**src/hw/rsad_cfg.svh**
```systemverilog
// Timing constants for the EIA-232/485 auto-direction converter
`ifndef RSAD_CFG_SVH
`define RSAD_CFG_SVH

// Clock period in picoseconds (200 MHz)
`define RSAD_CLK_PERIOD_PS    5000
// Highest supported line rate in bits per second
`define RSAD_MAX_RATE_BPS     250000
// Bit time at the highest rate in picoseconds
`define RSAD_MIN_BIT_PS       (64'd1000000000000 / `RSAD_MAX_RATE_BPS)
// Cycles in one bit at the highest rate (shortest bit time, rounded down)
`define RSAD_MIN_BIT_CYC      (`RSAD_MIN_BIT_PS / `RSAD_CLK_PERIOD_PS)
// Idle line time that ends a transmit or bus-busy period, in bits of the measured rate
`define RSAD_IDLE_BITS        12
// Width of the bit-time measurement counter
`define RSAD_CNT_W            20
// Saturation value of the counter
`define RSAD_CNT_MAX          20'hfffff
// Line level that counts as break: low held this many bit times
`define RSAD_BREAK_BITS       12
// Reset value of the measured bit time: 200 cycles, a quarter of the shortest bit at the top rate
`define RSAD_BIT_RESET        20'h000c8

`endif

```
**src/hw/rsad_pkg.sv**
```systemverilog
// Types shared by the converter modules
`default_nettype none
package rsad_pkg;
    typedef logic [19:0] rsad_cnt_type;
    typedef enum logic [1:0]
    {
        RSAD_IDLE,
        RSAD_TRANSMIT,
        RSAD_BUSY
    } rsad_dir_type;
endpackage : rsad_pkg
`default_nettype wire

```
**src/hw/rsad_rate_meter.sv**
```systemverilog
// Times low pulses on a serial line; the bit time output keeps its reset value
`include "rsad_cfg.svh"
`default_nettype none
module rsad_rate_meter
    import rsad_pkg::*;
(
    // Clock and reset
    input  wire logic              clk,
    input  wire logic              srst,
    // Serial line, idle high
    input  wire logic              line,
    // Measured bit time in cycles; stays at its reset value, since no pulse is both plausible and shorter
    output var  rsad_pkg::rsad_cnt_type bitTime
);
    import rsad_pkg::*;

    rsad_cnt_type lowCount;
    logic         lineLast;
    wire          pulseEnds = lineLast == 1'b0 && line == 1'b1;
    wire          shorter   = lowCount < bitTime;
    wire          plausible = lowCount >= rsad_cnt_type'(`RSAD_MIN_BIT_CYC);

    // ==========================================================
    // Low-pulse timing
    // ==========================================================
    always_ff @(posedge clk)
    begin
        if (srst)
        begin
            lowCount <= '0;
            lineLast <= 1'b1;
            bitTime  <= `RSAD_BIT_RESET;
        end
        else
        begin
            lineLast <= line;
            if (line)
                lowCount <= '0;
            else if (lowCount != `RSAD_CNT_MAX)
                lowCount <= lowCount + rsad_cnt_type'(1);
            // Glitches under one top-rate bit are ignored
            if (pulseEnds && plausible && shorter)
                bitTime <= lowCount;
        end
    end
endmodule : rsad_rate_meter
`default_nettype wire

```
**src/hw/rsad_converter.sv**
```systemverilog
// Automatic direction and gating logic of a 232-to-485 converter
//
// What this block does
// - 485 driver is steered from host data and bus activity, no direction input.
// - Driver enable is low except while host data goes toward the bus and for the 12-bit idle timeout after it.
// - Full duplex: bus data, own echo included, reaches the 232 receive output.
// - A duplex select input chooses full or half duplex.
// - The bus is never driven while it sits in break.
// - Activity from another node blocks host data from the bus.
// - Transmit enable needs no baud setting; idle timeout is 12 bits of the fixed 200-cycle reset bit time.
// - Rate is fixed at the 200-cycle reset bit time; the meter never updates it.
// - Exactly one serial channel is carried.
// - Request-to-send loops straight back as clear-to-send.
`include "rsad_cfg.svh"
`default_nettype none
module rsad_converter
    import rsad_pkg::*;
(
    // Clock and reset
    input  wire logic clk,
    input  wire logic srst,
    // Settings
    input  wire logic halfDuplex,
    // Host 232 side
    input  wire logic hostTxd,
    input  wire logic hostRts,
    output var  logic hostRxd,
    output var  logic hostCts,
    // 485 transceiver
    input  wire logic busRxd,
    output var  logic busTxd,
    output var  logic busTxdOe
);
    import rsad_pkg::*;

    rsad_dir_type dirState;
    rsad_dir_type next_dirState;
    rsad_cnt_type bitTime;
    rsad_cnt_type idleCount;
    rsad_cnt_type lowCount;
    logic         inBreak;

    // Counts saturate, so long idles never wrap into false activity
    function automatic rsad_cnt_type satInc(input rsad_cnt_type value);
        satInc = (value == `RSAD_CNT_MAX) ? value : value + rsad_cnt_type'(1);
    endfunction : satInc

    function automatic logic spanReached(input rsad_cnt_type count,
                                         input rsad_cnt_type unit,
                                         input logic [3:0]   bits);
        logic [27:0] span;
        span        = 28'(unit) * 28'(bits);
        spanReached = 28'(count) >= span;
    endfunction : spanReached

    // ==========================================================
    // Rate measurement on both lines
    // ==========================================================
    // The host start bit is the shortest low it sends, so one meter on the
    // combined line suffices; its result scales both timeouts.
    wire combinedLine = hostTxd & busRxd;

    rsad_rate_meter meter
    (
        .clk     (clk),
        .srst    (srst),
        .line    (combinedLine),
        .bitTime (bitTime)
    );

    // ==========================================================
    // Direction decision
    // ==========================================================
    wire hostActive = !hostTxd;
    wire busActive  = !busRxd;
    wire lineIdle   = hostTxd && busRxd;
    wire idleDone   = spanReached(idleCount, bitTime, 4'(`RSAD_IDLE_BITS));
    wire breakSeen  = spanReached(lowCount, bitTime, 4'(`RSAD_BREAK_BITS));

    always_comb
    begin
        next_dirState = dirState;
        case (dirState)
            RSAD_IDLE:
            begin
                if (busActive || inBreak)
                begin
                    next_dirState = RSAD_BUSY;
                end
                else if (hostActive)
                begin
                    next_dirState = RSAD_TRANSMIT;
                end
            end
            RSAD_TRANSMIT:
            begin
                if (inBreak)
                begin
                    next_dirState = RSAD_BUSY;
                end
                else if (idleDone)
                begin
                    next_dirState = RSAD_IDLE;
                end
            end
            RSAD_BUSY:
            begin
                // Host chatter keeps the bus owned by the other node
                if (idleDone && !inBreak)
                begin
                    next_dirState = RSAD_IDLE;
                end
            end
            default:
            begin
                next_dirState = RSAD_IDLE;
            end
        endcase
    end

    // Break is judged on the bus while we are not the one driving it low
    wire busLowForeign = busActive && !(dirState == RSAD_TRANSMIT && !hostTxd);

    wire rsad_cnt_type next_idleCount = lineIdle ? satInc(idleCount) : '0;
    wire rsad_cnt_type next_lowCount  = busLowForeign ? satInc(lowCount) : '0;
    wire               next_inBreak   = busRxd ? 1'b0 : (inBreak || breakSeen);

    wire next_busTxdOe = next_dirState == RSAD_TRANSMIT;
    wire echoBlocked   = halfDuplex && dirState == RSAD_TRANSMIT;
    wire next_hostRxd  = echoBlocked ? 1'b1 : busRxd;

    // ==========================================================
    // Direction state
    // ==========================================================
    always_ff @(posedge clk)
    begin
        if (srst)
        begin
            dirState <= RSAD_IDLE;
        end
        else
        begin
            dirState <= next_dirState;
        end
    end

    // ==========================================================
    // Idle and break timing
    // ==========================================================
    always_ff @(posedge clk)
    begin
        if (srst)
        begin
            idleCount <= '0;
        end
        else
        begin
            idleCount <= next_idleCount;
        end
    end

    always_ff @(posedge clk)
    begin
        if (srst)
        begin
            lowCount <= '0;
        end
        else
        begin
            lowCount <= next_lowCount;
        end
    end

    // Held until the bus returns high, so a long break cannot be re-entered
    always_ff @(posedge clk)
    begin
        if (srst)
        begin
            inBreak <= 1'b0;
        end
        else
        begin
            inBreak <= next_inBreak;
        end
    end

    // ==========================================================
    // Bus driver
    // ==========================================================
    // Data and enable share one register stage, so the first bit is not cut
    always_ff @(posedge clk)
    begin
        if (srst)
        begin
            busTxd   <= 1'b1;
            busTxdOe <= 1'b0;
        end
        else
        begin
            busTxd   <= hostTxd;
            busTxdOe <= next_busTxdOe;
        end
    end

    // ==========================================================
    // Host side
    // ==========================================================
    always_ff @(posedge clk)
    begin
        if (srst)
        begin
            hostRxd <= 1'b1;
        end
        else
        begin
            hostRxd <= next_hostRxd;
        end
    end

    always_ff @(posedge clk)
    begin
        if (srst)
        begin
            hostCts <= 1'b0;
        end
        else
        begin
            hostCts <= hostRts;
        end
    end
endmodule : rsad_converter
`default_nettype wire

```
**config.mk**
```make
export PLATFORM = sky130hd
export DESIGN_NAME = rsad_converter
export DESIGN_NICKNAME = d
export VERILOG_FILES = /design/src/hw/rsad_pkg.sv /design/src/hw/rsad_rate_meter.sv /design/src/hw/rsad_converter.sv
export VERILOG_INCLUDE_DIRS = /design/src /design/src/hw
export SDC_FILE = /design/constraint.sdc
export NUM_CORES = 1
export LEC_CHECK = 0
export BUFFER_PORTS_ARGS = -buffer_cell sky130_fd_sc_hd__buf_2
export CAP_MARGIN = 15
export CELL_PAD_IN_SITES_DETAIL_PLACEMENT = 1
export CELL_PAD_IN_SITES_GLOBAL_PLACEMENT = 1
export CORE_MARGIN = 5
export CORE_UTILIZATION = 44
export CTS_CLUSTER_SIZE = 30
export DETAILED_ROUTE_END_ITERATION = 7
export PLACE_DENSITY = 0.81
export SLEW_MARGIN = 20
export SYNTH_ARGS = -nofsm -noshare
export SYNTH_HDL_FRONTEND = slang
export SYNTH_SLANG_ARGS = --single-unit
```
**constraint.sdc**
```tcl
create_clock -name clk -period 3.3 [get_ports clk]
set_input_delay 0.66 -clock clk [delete_from_list [all_inputs] [get_ports clk]]
set_output_delay 0.66 -clock clk [all_outputs]
set_load 0.01 [all_outputs]
```
==> out/qor.yml <==
status: "finished, violations left"
violations: "setup timing"
hpwl_mm: 12.57
seq_area_frac_synth: 0.2941
antenna_found_initial: 0
crit_buf_inv: 1
gr-total-overflow: 0
gr-usage-all-layers: 0.2076
worstSkewPairLatency_ns: 0.36
synthTopCellsByArea: "dfxtp_1, ha_1, nor2_1, a21oi_1, xor2_1"
ctsHoldBuffers: 0
finalHoldViolCount: 0
vias_per_cell: 5.732
path_cells: "ha_4 -> inv_2 -> fa_2 -> nor2b_4 -> o2111ai_4 -> a31oi_2 -> o21a_1 -> o21ai_1 -> nand2b_1 -> and4_1 -> nor3_2 -> ha_1 -> a21o_1 -> a21o_1 -> a21oi_2 -> o311a_4 -> a211oi_2 -> o41ai_2"
cts.sinks: 88
synth_top_family_by_area: "simple AND/OR/NAND/NOR gates"
initial_utilization: 0.4505
die_y_um: 126.7
cp-start-kind: "flip-flop"
rsz0062_at_grt: "true"
synth.avg_cell_area_sq_um: 8.354
combPwrFrac: 0.028
post-place-ws_ns: -0.4840
swShare: 0.2242
maxSlewViolCount: 0
fp-row-count: 42
final_cells: 944
period_share: 1.076
synth.distinct_cells: 53
worst_path_largest_cell_delay_ns: 0.36
clk_pin_slew_ns: 0.07
die_x_um: 126.7
core_sq_um: 13300
drt_iter0_drc: 161
ys_ff_latch: 88
num-fill-cells: 1605
finalClockSkew_ns: 0.01386
cp_top_family: "compound AO/OA/AOI/OAI gates"
drcViolationCount: 0
stdcell_area_sq_um: 6960
period_needed_ns: 3.552
holdCritPathClass: "in2reg"
relSlewSlack: 0.4586
port_buffers: 9
placed_area_sq_um: 6485
fin_ws_ns: -0.2519
dp.cells: 919
setup_tns_ns: -0.6571
synth_top_cell_by_area: "dfxtp_1"
maxCapViolCount: 0
vias: 5411
drive_above_1_share: 0.1263
required_ns: 3.57
powerDensity_nw_per_um2: 325.5
worst_slew_pin_slew_ns: 0.8122
dr.pass1.iters: 4
ant_nets: 0
grt_start_max_net_pins: 30
synth_adder_area_share: 0.1684
syn-num-nets: 803
synth_top_area_frac: 0.2941
netlist_area_sq_um: 5989
ys_warn_count: 0
cpMostUsedCell: "a21o_1"
critPathCaptureType: "flip-flop"
p_seq_frac: 0.476
wl_per_cell_um: 17.50
grt_pass1_vias: 5846
clock_path_buffers: 2
p_leak_nw: 2.799
nets: 849
clkPwrFrac: 0.496
grt_pass1_wl_mm: 27.59
wl_mm: 16.52
setup_viol: 4
worstPathArrival_ns: 3.82
synth-main-ff-cell: "dfxtp_1"
crit_slowest_cell: "dfxtp_4"
synth_edf_count: 0
num_io_pins: 10
cts-buffers-inserted: 9
synth_compound_area_frac: 0.1713
root_buffer: "clkbuf_16"
cts_tree: "yes"
place_congestion: 0.8575
multi_input_comb_area_sq_um: 4125
yosysMostFrequentCell: "dfxtp_1"
regArea_sq_um: 1769
synthCells: 717
synth-simple-area-share: 0.2296
fin_hold_ws_ns: 0.5064
synthArstFlopShare: 0
internal-power_mw: 1.758
ys_top_cells_by_count: "dfxtp_1, nor2_1, ha_1"
muxShareOfSynthArea: 0.03510
htreeDepth: 3
syn_to_final_growth_pct: 16.21
switching_power_mw: 0.5079
clock.fmax_mhz: 281.5
path_class: "reg2reg"
dieArea_sq_um: 16050
synth_xor_area_frac: 0.06434
crit_fanout: 3
ir_drop_mv: 0.3200
antenna_cells: 0
==> final cells by class <==
| type | instances | share of cell area |
|---|---|---|
| Tap cell | 176 | 0.03164 |
| Multi-Input combinational cell | 571 | 0.5927 |
| Clock buffer | 10 | 0.03290 |
| Clock inverter | 6 | 0.01348 |
| Sequential cell | 88 | 0.2542 |
| Inverter | 44 | 0.02373 |
| Timing Repair Buffer | 49 | 0.05141 |
==> worst reg2reg max path, delay by kind of cell (launching register included) <==
kind                     cells  cell delay, ns
AO/OA/AOI/OAI               10            1.62
adder cells (fa/ha/maj)      3            0.81
AND/OR/NAND/NOR              4            0.61
flip-flops                   1            0.36
buffers and inverters        1            0.03
==> placed cells by master (no fill, tap or decap), drive strengths merged, types with 6 or more instances in the layout <==
master / Yosys / routed
nand4: 20 / 20
mux2i: 21 / 21
a31oi: 8 / 8
clkbuf: 10 / 10
nand3: 23 / 23
o2111ai: 6 / 6
xnor2: 16 / 16
inv: 44 / 44
a21o: 16 / 16
and2: 7 / 7
or3: 16 / 16
ha: 79 / 79
nor3: 19 / 19
nor2: 81 / 81
o21ai: 35 / 35
nand2b: 10 / 10
a21oi: 54 / 54
buf: 4 / 49
dfxtp: 88 / 88
nor2b: 12 / 12
and3: 6 / 6
xor2: 28 / 28
nand2: 51 / 51
and4: 10 / 10
a211o: 8 / 8
==> what timing repair did <==
action	in CTS	in global routing
setup buffers	6	4
resized for setup	11	4
hold endpoints to repair	0	0
pin swaps	6	6
gates cloned	0	0
endpoints found under the setup margin	4	4
==> logic make-up after synthesis <==
logic type / count (synthesis)
muxes: 21
and+or+nand+nor: 270
AOI/OAI and AO/OA: 156
adders and majority gates: 80
buffers and inverters: 58
xor gates and xnor gates: 44
DFF: 88
==> registers in the layout, indices dropped and copies added (netlist names) <==
name,count
idleCount,20
inBreak,1
meter.lineLast,1
meter.bitTime,20
lowCount,20
hostRxd,1
meter.lowCount,20
hostCts,1
busTxdOe,1
dirState,2
busTxd,1
==> power groups by stage <==
stage          logic, mW  registers, mW  clock network (mW)
5_1_grt           0.0698           1.08                1.20
3_3_place_gp      0.0578           1.10                   0
4_1_cts           0.0633           1.08                1.15
6_report          0.0630           1.08                1.12
2_1_floorplan     0.0388           1.10                   0
3_5_place_dp      0.0620           1.10                   0
==> path summary, 6_finish.rpt <==
check                           cells past startpoint  slack [ns]            to              from
worst max-delay path                               18       -0.25   dirState[1]  meter.bitTime[1]
worst min register to register                      2        0.52  idleCount[9]      idleCount[9]
worst max register to register                     18       -0.25   dirState[1]  meter.bitTime[1]
worst min-delay path                                2        0.51       hostCts           hostRts
==> through the flow <==
step | total power [mW] | util
2_1_floorplan | 1.142 | -
3_3_place_gp | 1.160 | 0.4878
3_5_place_dp | 1.166 | 0.4878
4_1_cts | 2.290 | 0.5200
5_1_grt | 2.348 | 0.5235
6_report | 2.266 | 0.5235
==> per-layer routing <==
| layer | vias to the layer above | track usage | share of wire |
|---|---|---|---|
| met3 | 32 | 0.04624 | 0.020 |
| li1 | 2672 | - | - |
| met5 | - | 0 | 0 |
| met4 | 0 | 0.06562 | 0.024 |
| met1 | 2654 | 0.2324 | 0.43 |
| met2 | 53 | 0.3882 | 0.53 |
Note: power is estimated with default switching activity, not from simulation.
